`config.mk`:
```
export PLATFORM = sky130hd
export DESIGN_NAME = halt_standby_control
export DESIGN_NICKNAME = d
export VERILOG_FILES = /design/src/logic/halt_pkg.sv /design/src/logic/wait_counter.sv /design/src/logic/halt_standby_control.sv
export SDC_FILE = /design/constraint.sdc
export NUM_CORES = 1
export LEC_CHECK = 0
export ABC_AREA = 1
export BUFFER_PORTS_ARGS = -buffer_cell sky130_fd_sc_hd__buf_4
export CORE_AREA = 3 3 60 62
export CTS_BUF_LIST = sky130_fd_sc_hd__clkbuf_4
export CTS_CLUSTER_SIZE = 30
export DETAILED_ROUTE_END_ITERATION = 8
export DIE_AREA = 0 0 63 65
export GPL_ROUTABILITY_DRIVEN = 0
export PLACE_DENSITY = 0.76
export SLEW_MARGIN = 30
export SYNTH_ARGS = -nofsm -noshare
export SYNTH_HDL_FRONTEND = slang
export SYNTH_SLANG_ARGS = --single-unit
export TNS_END_PERCENT = 5
```
`constraint.sdc`:
```
create_clock -name clock -period 1.7 [get_ports clock]
set_input_delay 0 -clock clock [delete_from_list [all_inputs] [get_ports clock]]
set_output_delay 0 -clock clock [all_outputs]
set_load 0.01 [all_outputs]
```
`src/logic/halt_pkg.sv`:
```
package halt_pkg;

    // ------------------------------------------------------------
    // clock and counter sizing
    // ------------------------------------------------------------
    localparam int          CLK_PERIOD_NS = 40;         // 25 MHz system clock
    localparam int          CNT_W         = 15;

    // ------------------------------------------------------------
    // option byte read stall after reset, in ns as printed
    // ------------------------------------------------------------
    localparam int          OPT_INT_MIN_NS  = 277000;   // internal or external input clock
    localparam int          OPT_INT_MAX_NS  = 1075000;
    localparam int          OPT_XTAL_MIN_NS = 276000;   // crystal or ceramic clock
    localparam int          OPT_XTAL_MAX_NS = 1074000;
    // least times round up, longest times round down
    localparam int          OPT_INT_MIN_CYC  = (OPT_INT_MIN_NS + CLK_PERIOD_NS - 1) / CLK_PERIOD_NS;
    localparam int          OPT_INT_MAX_CYC  = OPT_INT_MAX_NS / CLK_PERIOD_NS;
    localparam int          OPT_XTAL_MIN_CYC = (OPT_XTAL_MIN_NS + CLK_PERIOD_NS - 1) / CLK_PERIOD_NS;
    localparam int          OPT_XTAL_MAX_CYC = OPT_XTAL_MAX_NS / CLK_PERIOD_NS;

    // ------------------------------------------------------------
    // wait after an interrupt release, in clocks (11..13 and 3..5 allowed)
    // ------------------------------------------------------------
    localparam logic [14:0] WAKE_VEC_CYC  = 15'h000c;   // 12 clocks, vectored servicing
    localparam logic [14:0] WAKE_NEXT_CYC = 15'h0004;   // 4 clocks, next instruction

    // ------------------------------------------------------------
    // peripheral enable vector layout
    // ------------------------------------------------------------
    localparam int          PERIPH_N      = 6;
    localparam int          P_TIMER16     = 0;
    localparam int          P_TIMER8      = 1;
    localparam int          P_CONVERTER   = 2;
    localparam int          P_SERIAL      = 3;
    localparam int          P_VOLT_DET    = 4;
    localparam int          P_EXT_INT     = 5;
    localparam int          IRQ_N         = 8;

    // ------------------------------------------------------------
    // sequencer states
    // ------------------------------------------------------------
    typedef enum logic [4:0] {
        ST_BOOT     = 5'b00001,
        ST_OPT_WAIT = 5'b00010,
        ST_RUN      = 5'b00100,
        ST_HALT     = 5'b01000,
        ST_WAKE     = 5'b10000
    } state_e;

endpackage

```
`src/logic/wait_counter.sv`:
```
`timescale 1ns/1ps
// down counter; expire marks the last cycle of a loaded wait
module wait_counter (
    // clock and reset
    input  wire logic                      clock,
    input  wire logic                      rst,
    // load side
    input  wire logic                      load,
    input  wire logic [halt_pkg::CNT_W-1:0] load_value,
    // status
    output logic      [halt_pkg::CNT_W-1:0] count,
    output logic                           expire
);

    logic [halt_pkg::CNT_W-1:0] count_r;

    // ------------------------------------------------------------
    // count down to zero, then rest
    // ------------------------------------------------------------
    always_ff @(posedge clock or posedge rst) begin
        if (rst) begin
            count_r <= '0;
        end else if (load) begin
            count_r <= load_value;
        end else if (count_r != '0) begin
            count_r <= count_r - 1'b1;
        end
    end

    assign count  = count_r;
    assign expire = (count_r == {{(halt_pkg::CNT_W-1){1'b0}}, 1'b1});

endmodule

```
`src/logic/halt_standby_control.sv`:
```
`timescale 1ns/1ps
// Notes on behaviour
// RULE_01: executing the halt instruction puts the device into halt standby.
// RULE_02: an unmasked request already pending at halt entry makes standby end at once.
// RULE_03: in halt the processor clock is cut while the system oscillator keeps running.
// RULE_04: port output latches keep their pre-halt value throughout halt.
// RULE_05: timers, converter, serial port, voltage detector and external interrupts run in halt.
// RULE_06: the second 8-bit timer on the low-speed clock runs in halt unless that osc is stopped.
// RULE_07: a watchdog on the system clock stops in halt; software must not pick that clock (flagged only while the low-speed osc cannot be stopped)
// RULE_08: a watchdog on the low-speed clock counts in halt only while that oscillator runs.
// RULE_09: an unmasked request releases halt and, with acceptance enabled, is vectored.
// RULE_10: with acceptance disabled the release resumes at the next instruction instead.
// RULE_11: the release wait lasts 11 to 13 clocks when vectored and 3 to 5 when not.
// RULE_12: reset releases halt and restarts from the reset vector like any reset.
// RULE_13: with an internal or external input clock, reset stalls 277 us to 1.075 ms.
// RULE_14: with a crystal or ceramic clock, reset stalls 276 us to 1.074 ms.
// RULE_15: the low-speed oscillator stops by its stop bit only when the option allows it.
// RULE_16: a request whose mask flag is set never releases halt.
module halt_standby_control #(
    parameter int OPT_INT_CYC  = halt_pkg::OPT_INT_MIN_CYC,
    parameter int OPT_XTAL_CYC = halt_pkg::OPT_XTAL_MIN_CYC
) (
    // clock and reset
    input  wire logic                          clock,
    input  wire logic                          rst,
    // processor side
    input  wire logic                          halt_exec,
    output logic                               cpu_clock_enable,
    output logic                               reset_vector_start,
    output logic                               vector_service,
    output logic                               resume_next,
    output logic                               halted,
    output logic                               port_latch_write_enable,
    // interrupt flag and mask logic
    input  wire logic [halt_pkg::IRQ_N-1:0]    irq_request_flag,
    input  wire logic [halt_pkg::IRQ_N-1:0]    interrupt_mask_flag,
    input  wire logic                          interrupt_accept_enable,
    // option byte straps, caught after reset
    input  wire logic                          xtal_clock_opt,
    input  wire logic                          low_speed_osc_stoppable_opt,
    // clock configuration
    input  wire logic                          low_speed_osc_stop_bit,
    input  wire logic                          wdt_low_speed_sel,
    input  wire logic                          timer8b_low_speed_sel,
    // clock gating
    output logic                               sys_osc_enable,
    output logic                               low_speed_osc_run,
    output logic [halt_pkg::PERIPH_N-1:0]      periph_clock_enable,
    output logic                               timer8b_clock_enable,
    output logic                               wdt_clock_enable,
    output logic                               wdt_config_error,
    output logic                               por_enable
);

    // ------------------------------------------------------------
    // state and option registers
    // ------------------------------------------------------------
    halt_pkg::state_e                  state_r;
    halt_pkg::state_e                  state_nxt;
    logic                              vec_r;
    logic                              vec_nxt;
    logic                              stoppable_r;
    logic                              xtal_r;
    logic                              sys_osc_r;
    logic [halt_pkg::CNT_W-1:0]        cnt_val;
    logic                              cnt_expire;
    logic                              cnt_load;
    logic [halt_pkg::CNT_W-1:0]        cnt_load_value;
    logic [halt_pkg::CNT_W-1:0]        opt_load;

    // ------------------------------------------------------------
    // decode
    // ------------------------------------------------------------
    wire boot_st  = (state_r == halt_pkg::ST_BOOT);
    wire opt_st   = (state_r == halt_pkg::ST_OPT_WAIT);
    wire run_st   = (state_r == halt_pkg::ST_RUN);
    wire halt_st  = (state_r == halt_pkg::ST_HALT);
    wire wake_st  = (state_r == halt_pkg::ST_WAKE);
    // masked requests drop out here, so they never wake the core
    wire pending  = |(irq_request_flag & ~interrupt_mask_flag);                 // RULE_16
    wire ls_stop  = stoppable_r & low_speed_osc_stop_bit;                       // RULE_15
    wire wake_in  = (run_st & halt_exec & pending) | (halt_st & pending);       // RULE_02

    // ------------------------------------------------------------
    // next state
    // ------------------------------------------------------------
    always_comb begin
        state_nxt = state_r;
        vec_nxt   = vec_r;
        unique case (state_r)
            halt_pkg::ST_BOOT: begin
                state_nxt = halt_pkg::ST_OPT_WAIT;
            end
            halt_pkg::ST_OPT_WAIT: begin
                if (cnt_expire) begin
                    state_nxt = halt_pkg::ST_RUN;       // RULE_12
                end
            end
            halt_pkg::ST_RUN: begin
                if (halt_exec) begin
                    state_nxt = pending ? halt_pkg::ST_WAKE : halt_pkg::ST_HALT;  // RULE_01
                    vec_nxt   = interrupt_accept_enable;
                end
            end
            halt_pkg::ST_HALT: begin
                if (pending) begin
                    state_nxt = halt_pkg::ST_WAKE;      // RULE_09
                    vec_nxt   = interrupt_accept_enable;
                end
            end
            halt_pkg::ST_WAKE: begin
                if (cnt_expire) begin
                    state_nxt = halt_pkg::ST_RUN;
                end
            end
            default: begin
                state_nxt = halt_pkg::ST_BOOT;
            end
        endcase
    end

    // ------------------------------------------------------------
    // state flops; reset always lands in boot, even from halt
    // ------------------------------------------------------------
    always_ff @(posedge clock or posedge rst) begin
        if (rst) begin
            state_r <= halt_pkg::ST_BOOT;                // RULE_12
            vec_r   <= 1'b0;
        end else begin
            state_r <= state_nxt;
            vec_r   <= vec_nxt;
        end
    end

    // ------------------------------------------------------------
    // straps caught on the first edge after release, not in reset
    // ------------------------------------------------------------
    always_ff @(posedge clock or posedge rst) begin
        if (rst) begin
            stoppable_r <= 1'b0;
            xtal_r      <= 1'b0;
            sys_osc_r   <= 1'b0;
        end else begin
            sys_osc_r <= 1'b1;
            if (boot_st) begin
                stoppable_r <= low_speed_osc_stoppable_opt;
                xtal_r      <= xtal_clock_opt;
            end
        end
    end

    // ------------------------------------------------------------
    // shared wait counter: option read stall and release wait
    // ------------------------------------------------------------
    assign opt_load = xtal_clock_opt ? halt_pkg::CNT_W'(OPT_XTAL_CYC)           // RULE_14
                                     : halt_pkg::CNT_W'(OPT_INT_CYC);           // RULE_13
    assign cnt_load = boot_st | wake_in;
    assign cnt_load_value = boot_st ? opt_load
                          : (interrupt_accept_enable ? halt_pkg::WAKE_VEC_CYC   // RULE_11
                                                     : halt_pkg::WAKE_NEXT_CYC);

    wait_counter u_wait (
        .clock      (clock),
        .rst        (rst),
        .load       (cnt_load),
        .load_value (cnt_load_value),
        .count      (cnt_val),
        .expire     (cnt_expire)
    );

    // ------------------------------------------------------------
    // processor side outputs
    // ------------------------------------------------------------
    assign cpu_clock_enable        = run_st;                                    // RULE_03
    assign halted                  = halt_st;
    assign port_latch_write_enable = run_st;                                    // RULE_04
    assign reset_vector_start      = opt_st & cnt_expire;                       // RULE_12
    assign vector_service          = wake_st & cnt_expire & vec_r;              // RULE_09
    assign resume_next             = wake_st & cnt_expire & ~vec_r;             // RULE_10

    // ------------------------------------------------------------
    // clock gating; oscillator off from reset until the first edge after release
    // ------------------------------------------------------------
    assign sys_osc_enable       = sys_osc_r;                                    // RULE_03
    assign low_speed_osc_run    = sys_osc_r & ~ls_stop;                         // RULE_15
    assign periph_clock_enable  = {halt_pkg::PERIPH_N{sys_osc_r}};              // RULE_05
    assign por_enable           = 1'b1;                                         // RULE_05
    assign timer8b_clock_enable = timer8b_low_speed_sel ? low_speed_osc_run     // RULE_06
                                                        : sys_osc_r;
    // system-clocked watchdog must freeze with the core during halt
    assign wdt_clock_enable     = wdt_low_speed_sel ? low_speed_osc_run         // RULE_08
                                                    : (sys_osc_r & ~halt_st);   // RULE_07
    // flags the prohibited pairing; hardware still gates as above
    assign wdt_config_error     = ~wdt_low_speed_sel & sys_osc_r & ~stoppable_r; // RULE_07

    // ------------------------------------------------------------
    // stall length helper, seen only by the checks below
    // ------------------------------------------------------------
    logic [halt_pkg::CNT_W-1:0] stall_cyc_r;
    always_ff @(posedge clock or posedge rst) begin
        if (rst) begin
            stall_cyc_r <= '0;
        end else if ((boot_st | opt_st) & (stall_cyc_r != '1)) begin
            stall_cyc_r <= stall_cyc_r + 1'b1;
        end
    end

    // ------------------------------------------------------------
    // checks
    // ------------------------------------------------------------
    halt_entry_a: assert property (@(posedge clock) disable iff (rst) // RULE_01
        run_st && halt_exec && !pending |=> halt_st && !cpu_clock_enable)
        else $error("halt instruction did not enter halt");
    early_exit_a: assert property (@(posedge clock) disable iff (rst) // RULE_02
        run_st && halt_exec && pending |=> wake_st)
        else $error("pending request did not end halt at once");
    cpu_gate_a: assert property (@(posedge clock) disable iff (rst) // RULE_03
        halt_st |-> !cpu_clock_enable && sys_osc_enable)
        else $error("cpu clock or oscillator wrong in halt");
    latch_hold_a: assert property (@(posedge clock) disable iff (rst) // RULE_04
        (halt_st || wake_st) |-> !port_latch_write_enable)
        else $error("port latch writable during halt");
    periph_run_a: assert property (@(posedge clock) disable iff (rst) // RULE_05
        halt_st |-> (&periph_clock_enable) && por_enable)
        else $error("peripheral gated in halt");
    timer_ls_a: assert property (@(posedge clock) disable iff (rst) // RULE_06
        halt_st && timer8b_low_speed_sel |-> timer8b_clock_enable == !ls_stop)
        else $error("low-speed timer gating wrong in halt");
    wdt_sys_a: assert property (@(posedge clock) disable iff (rst) // RULE_07
        halt_st && !wdt_low_speed_sel |-> !wdt_clock_enable)
        else $error("system-clocked watchdog ran in halt");
    wdt_ls_a: assert property (@(posedge clock) disable iff (rst) // RULE_08
        halt_st && wdt_low_speed_sel |-> wdt_clock_enable == !ls_stop)
        else $error("low-speed watchdog gating wrong");
    masked_hold_a: assert property (@(posedge clock) disable iff (rst) // RULE_16
        halt_st && !pending |=> halt_st)
        else $error("masked request released halt");
    wake_vec_a: assert property (@(posedge clock) disable iff (rst) // RULE_11
        $rose(wake_st) && vec_r |-> ##11 (wake_st && vector_service) ##1 run_st)
        else $error("vectored release wait not 12 clocks");
    wake_next_a: assert property (@(posedge clock) disable iff (rst) // RULE_10
        $rose(wake_st) && !vec_r |-> ##3 (wake_st && resume_next) ##1 run_st)
        else $error("plain release wait not 4 clocks");
    // stall follows the strap caught in boot, so shortened sim figures hold too
    stall_len_a: assert property (@(posedge clock) disable iff (rst) // RULE_13
        opt_st && cnt_expire |-> stall_cyc_r == (xtal_r ? halt_pkg::CNT_W'(OPT_XTAL_CYC)  // RULE_14
                                                        : halt_pkg::CNT_W'(OPT_INT_CYC)))
        else $error("option read stall length wrong");

endmodule

```
==> results of run 1 <==
==> state kept, by name, summed over array words and instances (netlist names) <==
name,flops
stoppable_r,1
vec_r,1
u_wait.count,15
sys_osc_enable,1
state_r,5
==> through the flow <==
| stage | instances | setup TNS [ns] | area (um^2) | power, mW |
|---|---|---|---|---|
| floorplan | 238 | 0 | 1640 | 1.99 |
| global placement | 322 | 0 | 1990 | 2.35 |
| detailed placement | 322 | 0 | 1990 | 2.37 |
| CTS | 336 | -0.0393 | 2130 | 2.70 |
| global route | 341 | -0.693 | 2180 | 3.04 |
| finish | 341 | -0.0742 | 2180 | 2.76 |
==> worst paths after layout <==
path                                       start               end  slack [ns]  cells after the start
worst max-delay path            u_wait.count[12]       resume_next       -0.04                      7
worst min-delay path              xtal_clock_opt   u_wait.count[7]        0.04                      5
worst max register to register   u_wait.count[0]  u_wait.count[13]        0.07                     11
worst min register to register  u_wait.count[14]  u_wait.count[14]        0.55                      2
max in group asynchronous                    rst        state_r[0]        1.15                      4
min in group asynchronous                    rst  u_wait.count[11]        0.28                      4
==> cell families after synthesis <==
logic type / count (synthesis)
adders and majority gates: 2
and+or+nand+nor: 138
buffers and inverters: 51
other: 1
xor gates and xnor gates: 8
DFF: 23
AOI/OAI and AO/OA: 14
==> worst register-to-register path, cell delays in order, from the launching register on <==
cell and delay, ns:
dfrtp_1 0.40, inv_1 0.09, ha_2 0.20, nand3_2 0.10
inv_2 0.08, nand3_1 0.08, buf_4 0.15, inv_1 0.10
nand2_2 0.10, nand2_1 0.07, nor2_1 0.04, nor3_1 0.15
==> layer usage <==
| layer | vias up | routed length, um | global-route usage [%] | part of all wire [%] |
|---|---|---|---|---|
| met5 | - | 0 | 0 | 0 |
| met4 | 0 | 24 | 4.41 | 0.63 |
| met3 | 4 | 290 | 4.85 | 7.6 |
| met2 | 71 | 1840 | 32.5 | 48 |
| met1 | 718 | 1650 | 26.5 | 43 |
| li1 | 839 | - | - | - |
==> layout make-up <==
class | count | area [um^2]
inverters | 41 | 154
fillers | 257 | 896
flip-flops and latches | 23 | 577
multi-input cells | 164 | 871
well taps | 44 | 55.1
repair buffers | 65 | 495
clock buffers | 4 | 30.0
==> where the power goes <==
part / internal [mW] / switching [mW] / total, mW
logic: 0.653 / 0.887 / 1.54
registers: 0.756 / 0.190 / 0.947
clock network: 0.108 / 0.166 / 0.273
==> timing repair <==
item,CTS,global route
hold buffers,3,0
hold endpoints to repair,26,0
gates resized for setup,6,5
setup endpoints to repair,2,15
buffers inserted,7,5
pin swaps,3,4
==> layout by cell type (no fill, tap or decap) <==
master	n
o2111ai_1	1
nor3_1	2
dfrtp_1	22
o21ai_4	1
o21ai_1	2
nor3_2	1
a31o_1	1
nand3_2	8
nor2_1	28
o31ai_1	1
a31o_2	1
o21ai_0	2
nor2_2	6
nand4_1	3
nor4_1	1
nand3b_2	1
a21oi_2	1
or2_2	1
xor2_1	5
clkbuf_4	4
a31oi_1	1
ha_1	1
nand2_2	4
buf_4	62
conb_1	2
inv_1	35
xnor2_1	3
and3_4	1
nand2_1	65
ha_2	1
nand3_1	13
dfstp_2	1
nor2_4	2
a21oi_1	3
dlygate4sd3_1	3
or2_1	2
inv_2	6
==> flow_metrics.tcl, run 1 <==
set metrics [dict create \
    syn_avg_cell_area_um2 6.91 \
    fin_hold_ws_ns 0.0429 \
    antenna_found_initial 0 \
    synthMuxAreaShare_pct 0 \
    clock-root-buffer "clkbuf_4" \
    fin_skew_ns 0.00892 \
    place_ws_ns 0.0865 \
    clock_latency_ns 0.31 \
    min_path_type "in2reg" \
    fin_nets 325 \
    netlist_area_mm2 0.00164 \
    antenna_cells 0 \
    start_util_pct 53.2 \
    synth_edf_count 0 \
    grt_pass1_wl_mm 6.53 \
    gr-total-overflow 0 \
    first_pass_iters 7 \
    rows 20 \
    drv_slew 0 \
    dieHeight_um 65 \
    worstPathCellList "nor3_2 -> nand3_2 -> inv_2 -> nand4_1 -> or2_1 -> nor2_1 -> buf_4" \
    route.detailed.drc 0 \
    endpoint_kind "output port" \
    critPathLaunchType "register" \
    wirelength_mm 3.81 \
    synth_top_cells_by_count "nand2_1 (66), inv_1 (35), nor2_1 (32)" \
    timing.fmax_mhz 574 \
    ys_top_cells_by_area "dfrtp_1 (34%), nand2_1 (15%), inv_1 (8.0%)" \
    drv_cap 0 \
    clk_path_buf_depth 2 \
    pin_count 43 \
    powerDensity_mw_per_mm2 1260 \
    crit_family "simple AND/OR/NAND/NOR gates" \
    core-area_mm2 0.00308 \
    ys.flop_type "dfrtp_1" \
    grt_pass1_vias 1496 \
    htree_levels 1 \
    setup_viol 3 \
    peakVddDrop_uv 1070 \
    grt_start_max_net_pins 24 \
    status "complete, but fails checks" \
    path_buf_inv 2 \
    ant_nets 0 \
    dpl.hpwl_mm 2.84 \
    layout-drive-gt1-share_pct 34.0 \
    num_vias 1632 \
    p_leak_nw 1.22 \
    synth_most_common_cell "nand2_1" \
    drt-initial-drc-count 56 \
    fin_ws_ns -0.0436 \
    rsz0062_at_grt "yes" \
    synth_cells 237 \
    yosys.area.top_type_share_pct 33.6 \
    io_buffers 41 \
    ys_types 33 \
    synth_xor_area_share_pct 4.28 \
    syn2layout_area_growth_pct 33.2 \
    ys_ff_latch 23 \
    final-hold-violation-count 0 \
    yosysTopAreaCell "dfrtp_1" \
    synth_compound_area_share_pct 5.88 \
    finalCritPeriodShare_pct 103 \
    avgRoutedWirePerCell_um 11.2 \
    period_needed_ns 1.74 \
    slowest_delay_ns 0.43 \
    numCtsBuffers 3 \
    cts_num_sinks 23 \
    required_ns 1.70 \
    yosys.area_share.adder_pct 1.53 \
    viasPerCell 4.79 \
    async_reset_ff_share_pct 100 \
    seq_area_frac_synth_pct 35.2 \
    crit_type "reg2out" \
    fin_util_pct 70.9 \
    crit_slowest_cell "dfrtp_1" \
    synth_top_family_by_area "simple AND/OR/NAND/NOR gates" \
    grt_usage_pct 19.9 \
    clkTransAtPathRegs_ns 0.13 \
    failed_checks "setup timing" \
    crit_fanout 3 \
    cts_tree "built" \
    die_x_um 63 \
    yosys.area_share.simple_pct 38.7 \
    yosysWarnings 0 \
    dieArea_mm2 0.00410 \
    arrival_ns 1.74 \
]
No activity file was read; power rests on OpenSTA's default activity.
==> run 2, diff against run 1 <==
--- a/config.mk
+++ b/config.mk
@@ -7,15 +7,17 @@
 export LEC_CHECK = 0
 export ABC_AREA = 1
 export BUFFER_PORTS_ARGS = -buffer_cell sky130_fd_sc_hd__buf_4
-export CORE_AREA = 3 3 60 62
+export CORE_AREA = 3 3 63 65
 export CTS_BUF_LIST = sky130_fd_sc_hd__clkbuf_4
 export CTS_CLUSTER_SIZE = 30
 export DETAILED_ROUTE_END_ITERATION = 8
-export DIE_AREA = 0 0 63 65
+export DIE_AREA = 0 0 66 68
 export GPL_ROUTABILITY_DRIVEN = 0
-export PLACE_DENSITY = 0.76
+export MAX_ROUTING_LAYER = met4
+export PLACE_DENSITY_LB_ADDON = 0.12
 export SLEW_MARGIN = 30
 export SYNTH_ARGS = -nofsm -noshare
 export SYNTH_HDL_FRONTEND = slang
+export SYNTH_HIERARCHICAL = 1
 export SYNTH_SLANG_ARGS = --single-unit
 export TNS_END_PERCENT = 5
==> run 2 against run 1 <==
Compared with the run above: the run now ends clean; synthesized area is 11% higher; routed wire length is 17% higher; non-clock buffer count is 1 higher; cell count is 12% higher; hold slack worse by 0.0084 ns; critical path depth is 1 higher; first-iteration DRC count is 110% higher; core utilization is 0.093 points lower; sequential share of layout area is 2.4 points lower; design area is 10% higher; setup slack better by 0.076 ns; total power is 18% higher; largest cell class unchanged.
==> flow_metrics.tcl, run 2 <==
set metrics [dict create \
    status "completed" \
    synth_cells 272 \
    antenna_cells 0 \
    place_ws_ns 0.0256 \
    grt_pass1_vias 1740 \
    viasPerCell 4.83 \
    htree_levels 1 \
    drt-initial-drc-count 116 \
    period_needed_ns 1.67 \
    largest_register_ff_count 15 \
    crit_family "simple AND/OR/NAND/NOR gates" \
    worstPathCellList "nor2_1 -> nand2_2 -> nor2_4 -> inv_2 -> nor2_4 -> nand4_1 -> nor2_1 -> buf_4" \
    clkTransAtPathRegs_ns 0.15 \
    cp.depth 8 \
    clk_path_buf_depth 2 \
    fin_skew_ns 0.0152 \
    grt_pass1_wl_mm 7.87 \
    netlist_area_mm2 0.00182 \
    ys_ff_latch 23 \
    pin_count 43 \
    wl_met2_mm 2.12 \
    rows 21 \
    route.met3.wl_um 268 \
    synth_top_cells_by_count "nand2_1 (70), nor2_1 (45), inv_1 (34)" \
    hold_end "state_r[2]" \
    die_x_um 66 \
    layout_common_cells "nand2_1 (68), buf_4 (62), nor2_1 (40)" \
    yosysTopAreaCell "dfrtp_1" \
    crit_fanout 3 \
    yosys.area.top_type_share_pct 30.3 \
    final-hold-violation-count 0 \
    dp.cells 367 \
    num_vias 1846 \
    final_cells 382 \
    endpoint_kind "output port" \
    ys.flop_type "dfrtp_1" \
    reg2reg_to "u_wait/count[5]" \
    min_from "halt_exec" \
    crit_type "reg2out" \
    arrival_ns 1.67 \
    io_buffers 41 \
    design_area_mm2 0.00240 \
    seq_area_frac_synth_pct 31.7 \
    yosysWarnings 6 \
    async_reset_ff_share_pct 100 \
    peakVddDrop_uv 861 \
    fin_nets 364 \
    timing.slew.headroom_pct 58.4 \
    route.detailed.drc 0 \
    tightest_slew_ns 0.623 \
    gr-total-overflow 0 \
    worst_r2r_path_depth 10 \
    powerDensity_mw_per_mm2 1360 \
    wl_met1_mm 2.02 \
    fin_hold_ws_ns 0.0345 \
    grt_usage_pct 23.0 \
    ys_types 31 \
    r2r_start "state_r[0]" \
    whs_path_depth 4 \
    drv_slew 0 \
    syn2layout_area_growth_pct 31.9 \
    ys_top_cells_by_area "dfrtp_1 (30%), nand2_1 (14%), nor2_1 (9.3%)" \
    power_mw 3.26 \
    numCtsBuffers 3 \
    wirelength_mm 4.45 \
    slowest_delay_ns 0.43 \
    cts_num_sinks 23 \
    critPathLaunchType "register" \
    required_ns 1.70 \
    clock-root-buffer "clkbuf_4" \
    timing.fmax_mhz 600 \
    dpl.hpwl_mm 3.40 \
    dpl-instance-area_mm2 0.00223 \
    finalCritPeriodShare_pct 98.1 \
    syn_avg_cell_area_um2 6.69 \
    setup_viol 0 \
    first_pass_iters 4 \
    synth_most_common_cell "nand2_1" \
    cts_tree "built" \
    synth_edf_count 0 \
    fin_ws_ns 0.0324 \
    crit_slowest_cell "dfrtp_1" \
    min_path_type "in2reg" \
    p_leak_nw 1.30 \
    rrSetupSlack_ns 0.06 \
    antenna_found_initial 0 \
    dieArea_mm2 0.00449 \
    clock_latency_ns 0.32 \
    layout-drive-gt1-share_pct 33.9 \
    ant_nets 0 \
    rsz0062_at_grt "yes" \
    avgRoutedWirePerCell_um 11.6 \
    route.top_layer_used "met4" \
    start_util_pct 53.7 \
    core-area_mm2 0.00339 \
    grt_start_max_net_pins 16 \
    path_buf_inv 2 \
    dieHeight_um 68 \
    drv_cap 0 \
    layout_commonest_cell "nand2_1" \
]
run 2: changes by cell type after synthesis, sizes merged, moves of 3 or more:
cell   before  now
nor2       36   59
nand2      69   78
o21ai       5   13
a21oi       4    9
nand3      21   17
nand4       3    7
xor2        5    1
xnor2       3    0
run 2: cell type report:
class	count	area, um^2
multi-input cells	203	1080
fillers	293	990
flip-flops and latches	23	577
repair buffers	66	507
inverters	40	153
well taps	46	57.6
clock buffers	3	22.5
clock inverters	1	5.00
run 2: cells by family after synthesis:
| group | share of synthesized area, % |
|---|---|
| AND/OR/NAND/NOR | 45.9 |
| buffers and inverters | 12.3 |
| AO/OA/AOI/OAI | 7.84 |
| flip-flops | 31.7 |
| adder cells (fa/ha/maj) | 1.38 |
| other | 0.413 |
| XOR/XNOR | 0.482 |
run 2: power by group:
part           internal [mW]  leakage (nW)  switching [mW]
Clock                 0.0881        0.0177           0.183
Combinational          0.819          1.01            1.18
Sequential             0.784         0.278           0.206
run 2: stage by stage:
stage               util (%)  setup TNS, ns
global placement        65.9              0
finish                  70.8              0
global route            70.8         -0.366
floorplan                  -              0
detailed placement      65.9              0
CTS                     69.5              0
run 2: what timing repair did:
action,in CTS,in global routing
setup endpoints to repair,3,17
pin swaps,4,4
endpoints found under the hold margin,25,0
gates resized for setup,6,9
hold buffers,3,0
setup buffers,6,2
run 2: worst register-to-register path, delay by kind of cell, from the launching register on:
kind                   cells  cell delay (ns)
AO/OA/AOI/OAI              2             0.26
buffers and inverters      2             0.28
flip-flops                 1             0.57
AND/OR/NAND/NOR            6             0.46
run 2: routing by layer:
| metal | vias up | GRT usage, % |
|---|---|---|
| met5 | - | - |
| met3 | 4 | 1.97 |
| li1 | 960 | - |
| met2 | 53 | 38.2 |
| met1 | 829 | 31.4 |
| met4 | 0 | 3.81 |
run 2: how the worst max path moves through the flow:
stage / from / endpoint / slack (ns)
finish: u_wait/count[12] / resume_next / 0.03
global route: u_wait/count[11] / resume_next / -0.09
CTS: u_wait/count[6] / resume_next / 0.001
detailed placement: state_r[0] / u_wait/count[5] / 0.03
global placement: state_r[0] / u_wait/count[10] / 0.07
floorplan: state_r[0] / u_wait/count[1] / 0.003
